`src/include/dscb_defs.vh`:
```
// Constants for the deserializer serial configuration bank.
// Assumes inclusion by bare name from the design file.
`ifndef DSCB_DEFS_VH
`define DSCB_DEFS_VH

// Register offsets
`define DSCB_OFS_CONFIG_ONE 8'h00
`define DSCB_OFS_ADDR_SEL 8'h01
`define DSCB_OFS_FEAT_ONE 8'h02
`define DSCB_OFS_FEAT_TWO 8'h03

// Reset values
`define DSCB_RST_CONFIG_ONE 8'h00
`define DSCB_RST_ADDR_SEL 8'h70
`define DSCB_RST_FEAT_ONE 8'h00
`define DSCB_RST_FEAT_TWO 8'h00

// Register override enable value
`define DSCB_REG_OVERRIDE 8'h01

// Field positions
`define DSCB_BIT_OVERRIDE 0
`define DSCB_BIT_SLEEP 1
`define DSCB_MODE_LO 2
`define DSCB_MODE_HI 3
`define DSCB_BIT_STROBE 4
`define DSCB_BIT_DATA_SLEW 5
`define DSCB_BIT_CLK_SLEW 6
`define DSCB_BIT_LOW_FREQ 7
`define DSCB_BIT_ADDR_SRC 7
`define DSCB_BIT_HOLD_REL 7
`define DSCB_BIT_SLEEP_STATE 6
`define DSCB_MAP_LO 4
`define DSCB_MAP_HI 5
`define DSCB_BIT_HOLD_BYPASS 3
`define DSCB_FCLK_HI 2
`define DSCB_BIT_EQ_EN 4
`define DSCB_EQ_LO 5
`define DSCB_EQ_HI 7

// Bus addresses chosen by the address select pin
`define DSCB_ADDR_0 7'h71
`define DSCB_ADDR_1 7'h72
`define DSCB_ADDR_2 7'h73
`define DSCB_ADDR_3 7'h76

// Power-up quiet time
`define DSCB_PWRUP_MS 10
`define DSCB_CLK_HZ 25000000

`endif

```
`src/logic/dscb_config_bank.v`:
```
// Serial configuration register bank with a two-wire slave port.
// Assumes SCL and SDA are already synchronous to clk and glitch free.
`timescale 1ns/10ps
`default_nettype none
`include "dscb_defs.vh"

// Summary of operation
// - Register 0 resets zero; value 0x01 lets registers override pins except address.
// - Pin-strapped bus address is one of four values picked by the address select pin.
// - Transactions open with START or repeated START and close with STOP.
// - SDA rising while SCL high is STOP; slave returns idle.
// - Acknowledge the address byte only when it matches our own address.
// - Acknowledge every data byte the master writes.
// - Slave stays silent for 10 ms after power-up.
// - Register 1 bit 7 picks pin address or the register's bits 6:0.
// - Mode field bits 3:2 or pin pair selects normal or compatibility mode.
// - Register 0 bit 7 picks low spread-spectrum frequency range.
// - Register 0 bits 6 and 5 boost clock and data slew.
// - Register 0 bit 4 picks rising or falling strobe edge.
// - Register 0 bit 1 enters sleep, keeping register contents.
// - Register 2 bit 7 releases hold-low, only while the link is acquired.
// - Register 2 bit 6 picks driven-low or high-impedance sleep outputs.
// - Register 2 bits 5:4 set LSB mapping in compatibility mode.
// - Register 2 bit 3 bypasses the strap's hold-low enable.
// - Register 3 bits 7:5 select receive equalization gain.
// - Register 3 bit 4 switches receive equalization on.
module dscb_config_bank #(
	parameter PWRUP_CYCLES = (`DSCB_CLK_HZ / 1000) * `DSCB_PWRUP_MS
) (
	// Clock and reset
	input wire clk,
	input wire sys_rst,
	// Serial bus pins
	input wire scl_in,
	input wire sda_in,
	output wire sda_out,
	output wire sda_oe,
	// Strap and control pins
	input wire [1:0] address_select_pin,
	input wire [1:0] mode_pin,
	input wire low_freq_spread_range_pin,
	input wire clock_out_slew_boost_pin,
	input wire data_out_slew_boost_pin,
	input wire strobe_edge_select_pin,
	input wire sleep_output_state_select_pin,
	input wire [1:0] map_select_pin,
	input wire output_hold_low_strap,
	input wire [2:0] free_clock_select_pin,
	input wire link_acquired,
	// Effective settings
	output reg [1:0] mode,
	output reg low_freq_spread_range,
	output reg clock_out_slew_boost,
	output reg data_out_slew_boost,
	output reg strobe_edge_select,
	output reg sleep_mode,
	output reg outputs_held_low,
	output reg sleep_output_state_select,
	output reg [1:0] lsb_map_select,
	output reg [2:0] free_clock_select,
	output reg [2:0] receive_boost_level,
	output reg receive_boost_enable,
	output reg [6:0] bus_address
);

	localparam ST_IDLE = 3'd0;
	localparam ST_ADDR = 3'd1;
	localparam ST_AACK = 3'd2;
	localparam ST_WDATA = 3'd3;
	localparam ST_WACK = 3'd4;
	localparam ST_RDATA = 3'd5;
	localparam ST_RACK = 3'd6;
	localparam ST_BEGIN = 3'd7;

	reg [7:0] cfg_one_r;
	reg [7:0] addr_sel_r;
	reg [7:0] feat_one_r;
	reg [7:0] feat_two_r;
	reg [2:0] state_r;
	reg [2:0] bit_cnt_r;
	reg [7:0] shift_r;
	reg [7:0] offset_r;
	reg have_offset_r;
	reg rw_r;
	reg sda_drive_r;
	reg scl_d_r;
	reg sda_d_r;
	reg [31:0] pwr_cnt_r;
	reg ready_r;
	reg hold_rel_d_r;
	reg link_d_r;
	reg hold_low_r;
	reg [6:0] pin_addr;
	reg [7:0] rd_data;
	wire scl_rise = scl_in & ~scl_d_r;
	wire scl_fall = ~scl_in & scl_d_r;
	wire start_cond = scl_in & scl_d_r & sda_d_r & ~sda_in;
	wire stop_cond = scl_in & scl_d_r & ~sda_d_r & sda_in;
	wire regs_on = cfg_one_r[`DSCB_BIT_OVERRIDE];

	// Open drain: only ever pull low
	assign sda_out = 1'b0;
	assign sda_oe = sda_drive_r;

	always @*
	begin
		case (address_select_pin)
			2'd0: pin_addr = `DSCB_ADDR_0;
			2'd1: pin_addr = `DSCB_ADDR_1;
			2'd2: pin_addr = `DSCB_ADDR_2;
			default: pin_addr = `DSCB_ADDR_3;
		endcase
		case (offset_r)
			`DSCB_OFS_CONFIG_ONE: rd_data = cfg_one_r;
			`DSCB_OFS_ADDR_SEL: rd_data = addr_sel_r;
			`DSCB_OFS_FEAT_ONE: rd_data = feat_one_r;
			`DSCB_OFS_FEAT_TWO: rd_data = feat_two_r;
			default: rd_data = 8'h00;
		endcase
	end

	// Address source, independent of the override bit
	always @(posedge clk)
	begin
		if (sys_rst)
			bus_address <= `DSCB_ADDR_0;
		else if (addr_sel_r[`DSCB_BIT_ADDR_SRC])
			bus_address <= addr_sel_r[6:0];
		else
			bus_address <= pin_addr;
	end

	// Quiet period after power-up; host must also wait it out
	always @(posedge clk)
	begin
		if (sys_rst)
		begin
			pwr_cnt_r <= 32'h00000000;
			ready_r <= 1'b0;
		end
		else if (!ready_r)
		begin
			pwr_cnt_r <= pwr_cnt_r + 32'h00000001;
			ready_r <= (pwr_cnt_r >= PWRUP_CYCLES - 1);
		end
	end

	always @(posedge clk)
	begin
		if (sys_rst)
		begin
			scl_d_r <= 1'b1;
			sda_d_r <= 1'b1;
			state_r <= ST_IDLE;
			bit_cnt_r <= 3'd0;
			shift_r <= 8'h00;
			offset_r <= 8'h00;
			have_offset_r <= 1'b0;
			rw_r <= 1'b0;
			sda_drive_r <= 1'b0;
			cfg_one_r <= `DSCB_RST_CONFIG_ONE;
			addr_sel_r <= `DSCB_RST_ADDR_SEL;
			feat_one_r <= `DSCB_RST_FEAT_ONE;
			feat_two_r <= `DSCB_RST_FEAT_TWO;
		end
		else
		begin
			scl_d_r <= scl_in;
			sda_d_r <= sda_in;
			if (!ready_r)
			begin
				state_r <= ST_IDLE;
				sda_drive_r <= 1'b0;
			end
			else if (stop_cond)
			begin
				state_r <= ST_IDLE;
				sda_drive_r <= 1'b0;
			end
			else if (start_cond)
			begin
				state_r <= ST_BEGIN;
				bit_cnt_r <= 3'd0;
				sda_drive_r <= 1'b0;
			end
			else
			begin
				case (state_r)
					ST_ADDR, ST_WDATA:
						if (scl_rise)
						begin
							shift_r <= {shift_r[6:0], sda_in};
							bit_cnt_r <= bit_cnt_r + 3'd1;
						end
						else if (scl_fall && bit_cnt_r == 3'd0)
						begin
							if (state_r == ST_ADDR)
							begin
								rw_r <= shift_r[0];
								have_offset_r <= 1'b0;
								if (shift_r[7:1] == bus_address)
								begin
									sda_drive_r <= 1'b1;
									state_r <= ST_AACK;
								end
								else
									state_r <= ST_IDLE;
							end
							else
							begin
								sda_drive_r <= 1'b1;
								state_r <= ST_WACK;
								if (!have_offset_r)
								begin
									offset_r <= shift_r;
									have_offset_r <= 1'b1;
								end
								else
								begin
									case (offset_r)
										`DSCB_OFS_CONFIG_ONE: cfg_one_r <= shift_r;
										`DSCB_OFS_ADDR_SEL: addr_sel_r <= shift_r;
										`DSCB_OFS_FEAT_ONE: feat_one_r <= shift_r;
										`DSCB_OFS_FEAT_TWO: feat_two_r <= shift_r;
										default: ;
									endcase
									offset_r <= offset_r + 8'h01;
								end
							end
						end
					ST_AACK:
						if (scl_fall)
						begin
							bit_cnt_r <= 3'd0;
							if (rw_r)
							begin
								shift_r <= rd_data;
								sda_drive_r <= ~rd_data[7];
								state_r <= ST_RDATA;
							end
							else
							begin
								sda_drive_r <= 1'b0;
								state_r <= ST_WDATA;
							end
						end
					ST_WACK:
						if (scl_fall)
						begin
							sda_drive_r <= 1'b0;
							bit_cnt_r <= 3'd0;
							state_r <= ST_WDATA;
						end
					ST_RDATA:
						if (scl_fall)
						begin
							bit_cnt_r <= bit_cnt_r + 3'd1;
							if (bit_cnt_r == 3'd7)
							begin
								sda_drive_r <= 1'b0;
								offset_r <= offset_r + 8'h01;
								state_r <= ST_RACK;
							end
							else
							begin
								sda_drive_r <= ~shift_r[6];
								shift_r <= {shift_r[6:0], 1'b0};
							end
						end
					ST_RACK:
						if (scl_rise)
						begin
							if (sda_in)
								state_r <= ST_IDLE;
						end
						else if (scl_fall)
						begin
							bit_cnt_r <= 3'd0;
							shift_r <= rd_data;
							sda_drive_r <= ~rd_data[7];
							state_r <= ST_RDATA;
						end
					ST_BEGIN:
						if (scl_fall)
							state_r <= ST_ADDR;
					default: state_r <= ST_IDLE;
				endcase
			end
		end
	end

	// Hold-low latch: release needs a 0-to-1 write while link is up
	always @(posedge clk)
	begin
		if (sys_rst)
		begin
			hold_low_r <= 1'b1;
			hold_rel_d_r <= 1'b0;
			link_d_r <= 1'b0;
		end
		else
		begin
			hold_rel_d_r <= feat_one_r[`DSCB_BIT_HOLD_REL];
			link_d_r <= link_acquired;
			if (link_d_r && !link_acquired)
				hold_low_r <= 1'b1;
			else if (link_acquired && feat_one_r[`DSCB_BIT_HOLD_REL] && !hold_rel_d_r)
				hold_low_r <= 1'b0;
			else if (link_acquired && !feat_one_r[`DSCB_BIT_HOLD_REL] && hold_rel_d_r)
				hold_low_r <= 1'b1;
		end
	end

	// Effective settings: registers win only when override is on
	always @(posedge clk)
	begin
		if (sys_rst)
		begin
			mode <= 2'b00;
			low_freq_spread_range <= 1'b0;
			clock_out_slew_boost <= 1'b0;
			data_out_slew_boost <= 1'b0;
			strobe_edge_select <= 1'b0;
			sleep_mode <= 1'b0;
			outputs_held_low <= 1'b0;
			sleep_output_state_select <= 1'b0;
			lsb_map_select <= 2'b00;
			free_clock_select <= 3'd0;
			receive_boost_level <= 3'd0;
			receive_boost_enable <= 1'b0;
		end
		else if (regs_on)
		begin
			mode <= cfg_one_r[`DSCB_MODE_HI:`DSCB_MODE_LO];
			low_freq_spread_range <= cfg_one_r[`DSCB_BIT_LOW_FREQ];
			clock_out_slew_boost <= cfg_one_r[`DSCB_BIT_CLK_SLEW];
			data_out_slew_boost <= cfg_one_r[`DSCB_BIT_DATA_SLEW];
			strobe_edge_select <= cfg_one_r[`DSCB_BIT_STROBE];
			sleep_mode <= cfg_one_r[`DSCB_BIT_SLEEP];
			outputs_held_low <= output_hold_low_strap &
				~feat_one_r[`DSCB_BIT_HOLD_BYPASS] & hold_low_r;
			sleep_output_state_select <= feat_one_r[`DSCB_BIT_SLEEP_STATE];
			lsb_map_select <= feat_one_r[`DSCB_MAP_HI:`DSCB_MAP_LO];
			free_clock_select <= feat_one_r[`DSCB_FCLK_HI:0];
			receive_boost_level <= feat_two_r[`DSCB_EQ_HI:`DSCB_EQ_LO];
			receive_boost_enable <= feat_two_r[`DSCB_BIT_EQ_EN];
		end
		else
		begin
			mode <= mode_pin;
			low_freq_spread_range <= low_freq_spread_range_pin;
			clock_out_slew_boost <= clock_out_slew_boost_pin;
			data_out_slew_boost <= data_out_slew_boost_pin;
			strobe_edge_select <= strobe_edge_select_pin;
			sleep_mode <= 1'b0;
			outputs_held_low <= output_hold_low_strap & hold_low_r;
			sleep_output_state_select <= sleep_output_state_select_pin;
			lsb_map_select <= map_select_pin;
			free_clock_select <= free_clock_select_pin;
			receive_boost_level <= 3'd0;
			receive_boost_enable <= 1'b0;
		end
	end

endmodule
`default_nettype wire

```
`config.mk`:
```
export PLATFORM = sky130hd
export DESIGN_NAME = dscb_config_bank
export DESIGN_NICKNAME = d
export VERILOG_FILES = /design/src/logic/dscb_config_bank.v
export VERILOG_INCLUDE_DIRS = /design/src /design/src/include
export SDC_FILE = /design/constraint.sdc
export NUM_CORES = 1
export LEC_CHECK = 0
export ABC_AREA = 1
export BUFFER_PORTS_ARGS = -buffer_cell sky130_fd_sc_hd__clkbuf_2
export CAP_MARGIN = 10
export CORE_ASPECT_RATIO = 0.8
export CORE_MARGIN = 4
export CORE_UTILIZATION = 55
export DETAILED_ROUTE_END_ITERATION = 10
export PLACE_DENSITY = 0.78
export SETUP_SLACK_MARGIN = 0.3
export SLEW_MARGIN = 20
export SYNTH_ARGS = -nofsm -noshare
export SYNTH_HDL_FRONTEND = slang
export SYNTH_SLANG_ARGS = --single-unit
```
`constraint.sdc`:
```
create_clock -name clk -period 1.9 [get_ports clk]
set_clock_uncertainty 0.2 [all_clocks]
set_input_delay 0.19 -clock clk [delete_from_list [all_inputs] [get_ports clk]]
set_output_delay 0.19 -clock clk [all_outputs]
set_load 0.01 [all_outputs]
```
* Yosys cells after proc, flatten, opt, wreduce, memory -nomap -nowiden
Cells that the tools add are included.
** Storage, ports and cells
- Flip-flop bits (word level) :: 120
- Input bits :: 20
- Output and inout port bits :: 27
- Logic and storage cells :: 194
** Operators by class
- Add/sub/neg operators :: 3
- Order comparisons :: 1
- Equality and inequality tests :: 38
- Muxes and demuxes :: 64
- Bitwise logic cells :: 23
- Reductions and logical operators :: 34
** Operators by type and width (number)
- two-way mux 8 bit :: 13
- case mux 8 bit (4 select lines) :: 2
- AND reduction 9 bit :: 7
- two-way mux 3 bit :: 19
- adder 32 x 1 -> 32 bit, second input constant :: 1
- >= comparator 32 x 18 -> 1 bit, second input constant :: 1
- != test 3 bit, second input constant :: 10
- != test 2 bit, second input constant :: 12
- two-way mux 1 bit :: 21
- case mux 3 bit (6 select lines) :: 1
- == test 8 x 2 -> 1 bit, second input constant :: 2
- case mux 8 bit (2 select lines) :: 1
- == test 3 bit, second input constant :: 5
- inverter 1 bit :: 13
- case mux 3 bit (4 select lines) :: 1
- AND reduction 6 bit :: 2
- AND reduction 11 bit :: 1
- AND 1 bit :: 10
- nonzero test 5 bit :: 2
- case mux 3 bit (3 select lines) :: 1
- adder 8 x 1 -> 8 bit, second input constant :: 1
- == test 8 x 1 -> 1 bit, second input constant :: 1
- logical NOT 8 bit :: 1
- != test 4 bit, second input constant :: 2
- 19 further kinds :: 33

* Depth between registers and ports, before layout
Gate-level depths: netlist of the first run.
- Depth after elaboration :: 7
- Gate-level depth with buffers :: 13
- Gate-level depth less buffers :: 12

* Least setup slack after synthesis of the first run
Ideal clock, no wire load.
- Path type :: register -> register
- From :: reg scl_d_r
- To :: reg addr_sel_r[1]
- Library setup time :: 0.070 ns
- Data arrival time :: 1.517 ns
- Data required time :: 1.630 ns
- Setup slack :: 0.113 ns
- Cell stages (with the launch flop) :: 10
- Path buffers :: 2
- Period minus slack after synthesis :: 1.787 ns
- Cells stage by stage :: dfxtp_1 -> inv_1 -> ha_1 -> inv_1 -> nand2_1 -> nor3_4 -> buf_2 -> buf_6 -> nand4_1 -> a21oi_1
** On the way
- Cells in the longest elaborated chain, start to end :: 5
- Elaborated cells on any way between the ends :: 13
- Classes of those cells :: 11 x bitwise; 2 x reduce/logical
** RTL lines
- start, declared :: RTL line dscb_config_bank.v:86 : reg scl_d_r;
- start signal, assigned :: RTL line dscb_config_bank.v:168 : scl_d_r <= scl_in;
- AND 1 bit :: RTL line dscb_config_bank.v:97, dscb_config_bank.v:98
- AND 1 bit (on tied branches) (2 in series) :: RTL line dscb_config_bank.v:98, dscb_config_bank.v:97
- inverter 1 bit (no line)
- AND reduction 9 bit (no line) *
- end signal, assigned :: RTL line dscb_config_bank.v:162 : addr_sel_r <= `DSCB_RST_ADDR_SEL;
- end signal, assigned :: RTL line dscb_config_bank.v:222 : `DSCB_OFS_ADDR_SEL: addr_sel_r <= shift_r;
- end, declared :: RTL line dscb_config_bank.v:76 : reg [7:0] addr_sel_r;
Mark *: on every way between the ends. The rest lies on a longest branch, timed or not.
A chain may end at the register's enable or synchronous reset.

* Worst setup path after layout of the first run
- From :: reg state_r[1]
- To :: reg feat_two_r[0]
** On the way
- Cells in the longest elaborated chain, start to end :: 3
- Elaborated cells on any way between the ends :: 5
- Classes of those cells :: 2 x eq/ne; 1 x bitwise; 2 x reduce/logical
** RTL lines
- start, declared :: RTL line dscb_config_bank.v:79 : reg [2:0] state_r;
- start signal, assigned :: RTL line dscb_config_bank.v:154 : state_r <= ST_IDLE;
- start signal, assigned :: RTL line dscb_config_bank.v:172 : state_r <= ST_IDLE;
- start signal, assigned :: RTL line dscb_config_bank.v:177 : state_r <= ST_IDLE;
- == test 3 x 1 -> 1 bit or == test 3 x 2 -> 1 bit (tied branches) :: RTL line dscb_config_bank.v:188, dscb_config_bank.v:197
- OR reduction 2 bit or inverter 1 bit (tied branches)
- AND reduction 9 bit (no line) *
- end signal, assigned :: RTL line dscb_config_bank.v:164 : feat_two_r <= `DSCB_RST_FEAT_TWO;
- end signal, assigned :: RTL line dscb_config_bank.v:224 : `DSCB_OFS_FEAT_TWO: feat_two_r <= shift_r;
- end, declared :: RTL line dscb_config_bank.v:78 : reg [7:0] feat_two_r;
Marked as above.

==> impl_metrics.env, run 1 <==
export IMPL_status="complete, but fails checks"
export IMPL_violations="design-rule violations, negative setup slack"
export IMPL_period_share_pct=101
export IMPL_drv_slew=0
export IMPL_stdcell_area_um2=8910
export IMPL_worst_slack_ps=-15.3
export IMPL_rows=34
export IMPL_slowest_stage="dfxtp_2"
export IMPL_num_vias=7168
export IMPL_clk_latency_ps=410
export IMPL_firstDrtPassIters=11
export IMPL_grt_usage_pct=28.7
export IMPL_syn_mean_instance_area_um2=6.45
export IMPL_finalHoldViolCount=0
export IMPL_stdcell_count=1266
export IMPL_cts_sink_count=120
export IMPL_synth_seq_cells=120
export IMPL_antenna_left=0
export IMPL_grt_pass1_wl_mm=30.3
export IMPL_core_um2=11000
export IMPL_ys_seq_area_share_pct=38.6
export IMPL_placed_cell_area_um2=7010
export IMPL_setup_viol=1
export IMPL_layout_nets=1141
export IMPL_power_density_nw_per_um2=707
export IMPL_yosysTopAreaCell="dfxtp_1"
export IMPL_seq_area_um2=2440
export IMPL_required_ps=2020
export IMPL_root_buffer="clkbuf_16"
export IMPL_drive_above_1_share_pct=31.6
export IMPL_remaining_drc_errors=3
export IMPL_start_util_pct=56.7
export IMPL_cap_viol_max_count=0
export IMPL_p_leak_nw=3.83
export IMPL_syn_nets=996
export IMPL_path_clk_slew_ps=60
export IMPL_port_buffers=45
export IMPL_grt_max_degree=49
export IMPL_dp_cells=1169
export IMPL_critical_path_max_fanout=8
export IMPL_ys_types=34
export IMPL_clock_fmax_mhz=522
export IMPL_fp_dieH_um=103
export IMPL_dp_hpwl_mm=11.7
export IMPL_areaGrowthSynthToFinish_pct=43.1
export IMPL_grt_pass1_vias=6283
export IMPL_cp_end_kind="register"
export IMPL_antennaDiodeCount=0
export IMPL_synth_warnings=0
export IMPL_fillers=652
export IMPL_cts_tree="yes"
export IMPL_io_pins=47
export IMPL_synth_top_cell_area_share_pct=38.6
export IMPL_clockBufferDepth=2
export IMPL_syn_area_um2=6220
export IMPL_die_w_um=127
export IMPL_avgViaCountPerCell=5.66
export IMPL_overflow=0
export IMPL_routed_wl_mm=21.0
export IMPL_multiInputGateArea_um2=3900
export IMPL_crit_type="register to register"
export IMPL_antenna_found_initial=0
export IMPL_drt_iter0_drc=803
export IMPL_synth_area_top_cells="dfxtp_1, nand2_1, nor2_1"
export IMPL_hp_class="input port to register"
export IMPL_wl_per_cell_um=16.6
export IMPL_rsz0062_at_grt="yes"
export IMPL_ir_drop_mv=0.716
export IMPL_tns_ps=-15.3
export IMPL_htreeDepth=4
export IMPL_cp_arrival_ps=2040
export IMPL_die_area_um2=13100
export IMPL_critPathMaxStageDelay_ps=350
export IMPL_finalCriticalPeriod_ps=1920
export IMPL_netlist_instances=965
export IMPL_crit_chain="inv_4 -> nand2_2 -> nor2_1 -> buf_4 -> nor3_4 -> buf_12 -> buf_8 -> nand4_1 -> a21oi_1"
export IMPL_gp_congestion=0.944
export IMPL_worst_setup_path_start_kind="register"
export IMPL_numCtsBuffers=17
-- area by class of cell --
| type | count | area share (%) |
|---|---|---|
| multi-input cells | 705 | 43.7 |
| repair buffers | 157 | 15.1 |
| inverters | 109 | 4.78 |
| well taps | 144 | 2.02 |
| clock inverters | 13 | 2.01 |
| clock buffers | 18 | 4.93 |
| flip-flops and latches | 120 | 27.4 |
-- flip-flops by register name (all words and copies together), names as in the netlist, 2 cells and up --
name,count
addr_sel_r,8
bit_cnt_r,3
bus_address,7
cfg_one_r,8
feat_one_r,8
feat_two_r,8
free_clock_select,3
lsb_map_select,2
mode,2
offset_r,8
pwr_cnt_r,32
receive_boost_level,3
shift_r,8
state_r,3
-- path summary, 6_finish.rpt --
check        cells past startpoint                        from  slack, ps                                end
min reg2reg                      2  feat_two_r[5]$_SDFFE_PP0P_        250  receive_boost_level[0]$_SDFF_PP0_
min                              4                     sys_rst         50          bus_address[3]$_SDFF_PP0_
max reg2reg                      9     state_r[1]$_SDFFE_PP0P_        -20         feat_two_r[0]$_SDFFE_PP0P_
max                              9     state_r[1]$_SDFFE_PP0P_        -20         feat_two_r[0]$_SDFFE_PP0P_
-- metal layers --
| metal | vias up | track usage [%] | routed length [um] |
|---|---|---|---|
| met5 | - | 0 | 0 |
| met4 | 0 | 10.1 | 537 |
| met3 | 74 | 6.63 | 2100 |
| met2 | 428 | 44.1 | 9740 |
| li1 | 3409 | - | - |
| met1 | 3257 | 40.0 | 8630 |
-- synth_stat cells --
master      n
inv_2       4
inv_1     103
o21bai_1    2
nand2_1   267
buf_1       1
buf_4       6
nand3_2     2
o21a_1      1
nor2_4      2
xnor2_1     1
buf_2       9
nor3b_1     1
nor3_4      2
nand3_1    56
and3_1      1
conb_1      1
nand4_1    44
ha_1       11
nand3b_1    2
inv_4       1
nor2_2      3
a21oi_1    65
o21ai_0    46
nor3_1     14
or2_2       3
nor2_1    162
o211ai_1    8
buf_6       2
clkbuf_1   14
clkinv_2    1
dfxtp_1   120
xor2_1      5
nand2_2     2
nor4_1      3
-- what timing repair did --
item,4_1_cts,5_1_grt
hold endpoints to repair,20,0
gates cloned,2,3
endpoints found under the setup margin,75,80
gates resized for setup,89,118
pin swaps,38,43
hold buffers,20,0
setup buffers,29,12
-- power breakdown --
| part | internal (mW) | switching (mW) | total (mW) |
|---|---|---|---|
| Clock | 2.21 | 1.18 | 3.39 |
| Sequential | 2.54 | 0.0206 | 2.56 |
| Combinational | 0.160 | 0.182 | 0.342 |
| Total | 4.91 | 1.38 | 6.30 |
-- cells by family after synthesis --
family | count (synthesis) | synth area share, %
other | 1 | 0.0602
buffers and inverters | 141 | 9.35
AO/OA/AOI/OAI | 122 | 10.3
adder cells (fa/ha/maj) | 11 | 2.21
XOR/XNOR | 6 | 0.844
AND/OR/NAND/NOR | 564 | 38.7
flip-flops | 120 | 38.6
-- layout by cell type (no fill, tap or decap), drive strengths merged, types with 8 or more instances in the layout --
cell and n:
nand2 270, nor2 167, dfxtp 120, inv 108, buf 90, a21oi 65
clkbuf 65, nand3 58, o21ai 46, nand4 44, dlygate4sd3 20, nor3 16
ha 11, o211ai 8
-- worst max-delay path, delay by kind of cell (launching register included) --
kind                   cells  cell delay, ps
flip-flops                 1             350
buffers and inverters      4             540
AO/OA/AOI/OAI              1             230
AND/OR/NAND/NOR            4             500
-- metrics by stage --
stage | setup WS (ps) | utilization, % | total power [mW] | hold WS (ps)
finish | -15.3 | 81.2 | 6.30 | 51.8
global route | -87.0 | 81.2 | 6.44 | 88.9
CTS | 140 | 76.7 | 6.27 | 13.0
detailed placement | -45.1 | 63.8 | 2.85 | 227
global placement | 11.8 | 63.8 | 2.84 | 224
floorplan | 203 | - | 2.76 | 93.3
(Power assumes the default switching activity.)
==> inputs of run 2 (changes only) <==
REMOVE_ABC_BUFFERS = 1   (was default)
==> impl_metrics.env, run 2 (same netlist as run 1, synthesis figures left out) <==
export IMPL_cap_viol_max_count=0
export IMPL_drt_iter0_drc=1300
export IMPL_rows=34
export IMPL_overflow=0
export IMPL_htreeDepth=4
export IMPL_p_leak_nw=3.92
export IMPL_layout_nets=1151
export IMPL_cp_end_kind="register"
export IMPL_antennaDiodeCount=0
export IMPL_drive_above_1_share_pct=35.7
export IMPL_tns_ps=-24.1
export IMPL_hold_path_depth=3
export IMPL_dp_cells=1188
export IMPL_start_util_pct=56.7
export IMPL_stdcell_count=1277
export IMPL_io_pins=47
export IMPL_power_density_nw_per_um2=674
export IMPL_root_buffer="clkbuf_16"
export IMPL_cp_arrival_ps=2010
export IMPL_period_share_pct=101
export IMPL_areaGrowthSynthToFinish_pct=46.2
export IMPL_gp_congestion=0.898
export IMPL_hp_class="input port to register"
export IMPL_cts_sink_count=120
export IMPL_routed_wl_mm=23.4
export IMPL_grt_pass1_vias=6571
export IMPL_critical_path_max_fanout=9
export IMPL_numCtsBuffers=17
export IMPL_utilization_pct=82.9
export IMPL_timing_hold_ws_ps=13.5
export IMPL_fp_dieH_um=103
export IMPL_finalCriticalPeriod_ps=1910
export IMPL_grt_pass1_wl_mm=31.7
export IMPL_cts_tree="yes"
export IMPL_antenna_left=0
export IMPL_die_w_um=127
export IMPL_die_area_um2=13100
export IMPL_avgViaCountPerCell=5.98
export IMPL_slowest_stage="dfxtp_4"
export IMPL_reg2reg_depth=9
export IMPL_port_buffers=45
export IMPL_clk_latency_ps=420
export IMPL_status="complete, but fails checks"
export IMPL_final_cell_mix="nand2_1, nor2_1, dfxtp_1"
export IMPL_grt_max_degree=52
export IMPL_critPathMaxStageDelay_ps=360
export IMPL_violations="negative setup slack"
export IMPL_path_clk_slew_ps=60
export IMPL_worst_slack_ps=-14.5
export IMPL_grt_usage_pct=30.0
export IMPL_wl_per_cell_um=18.3
export IMPL_dp_hpwl_mm=12.1
export IMPL_largest_reg_flops=32
export IMPL_worst_setup_path_start_kind="register"
export IMPL_fillers=628
export IMPL_ir_drop_mv=0.658
export IMPL_crit_chain="ha_4 -> nand3_4 -> nand3_1 -> nor2_2 -> nand3_2 -> inv_4 -> nand2_1 -> o21ai_0 -> nor2_1"
export IMPL_pre_cts_ws_ps=-76.6
export IMPL_top_register="pwr_cnt_r"
export IMPL_remaining_drc_errors=0
export IMPL_clock_fmax_mhz=522
export IMPL_crit_type="register to register"
export IMPL_drv_slew=0
export IMPL_setup_viol=2
export IMPL_num_vias=7632
export IMPL_antenna_found_initial=0
export IMPL_clockBufferDepth=2
export IMPL_required_ps=2000
export IMPL_final_common_cell="nand2_1"
export IMPL_core_um2=11000
export IMPL_finalHoldViolCount=0
export IMPL_rsz0062_at_grt="yes"
export IMPL_firstDrtPassIters=8
## run 2: area by class of cell
type | count | area (um2) | area share [%]
multi-input cells | 704 | 4010 | 44.1
flip-flops and latches | 120 | 2460 | 27.0
repair buffers | 168 | 1440 | 15.8
inverters | 109 | 432 | 4.74
clock buffers | 17 | 425 | 4.68
well taps | 144 | 180 | 1.98
clock inverters | 15 | 154 | 1.69
## run 2: what timing repair did
action                     CTS  global route
setup endpoints to repair   77            82
resized for setup          158           155
buffers inserted            20            14
pin swaps                   32            70
hold buffers                18             0
hold endpoints to repair    20             0
cloned                       2             3
## run 2: metal layers
metal	routed length (um)	up-vias	GRT usage, %
met2	10500	589	47.2
met3	2960	137	7.87
li1	-	3415	-
met1	8930	3489	40.8
met5	36	-	0
met4	953	2	9.48
## run 2: path summary, 6_finish.rpt
kind / to / slack [ps] / from
max: offset_r[0]$_SDFFE_PP0P_ / -10 / scl_d_r$_SDFF_PP1_
min: scl_d_r$_SDFF_PP1_ / 10 / sys_rst
max reg2reg: offset_r[0]$_SDFFE_PP0P_ / -10 / scl_d_r$_SDFF_PP1_
min reg2reg: hold_low_r$_SDFFE_PP1P_ / 270 / link_d_r$_SDFF_PP0_
## run 2: critical path, delay by kind of cell, from the launching register on
family | cells | cell delay, ps
DFF | 1 | 360
adders and majority gates | 1 | 180
buffers and inverters | 1 | 140
and+or+nand+nor | 6 | 780
AOI/OAI and AO/OA | 1 | 110
## run 2: metrics by stage
step / area (um2) / power [mW]
after global placement: 7010 / 2.83
final: 9100 / 6.13
after CTS: 8450 / 6.04
after detailed placement: 7010 / 2.84
after floorplan: 6060 / 2.72
after global routing: 9100 / 6.26
## run 2: power by group
| part | internal (mW) | leakage, nW | total (mW) | switching (mW) |
|---|---|---|---|---|
| combinational | 0.166 | 2.64 | 0.359 | 0.193 |
| clock | 1.93 | 0.287 | 3.22 | 1.28 |
| sequential | 2.54 | 0.988 | 2.56 | 0.0227 |
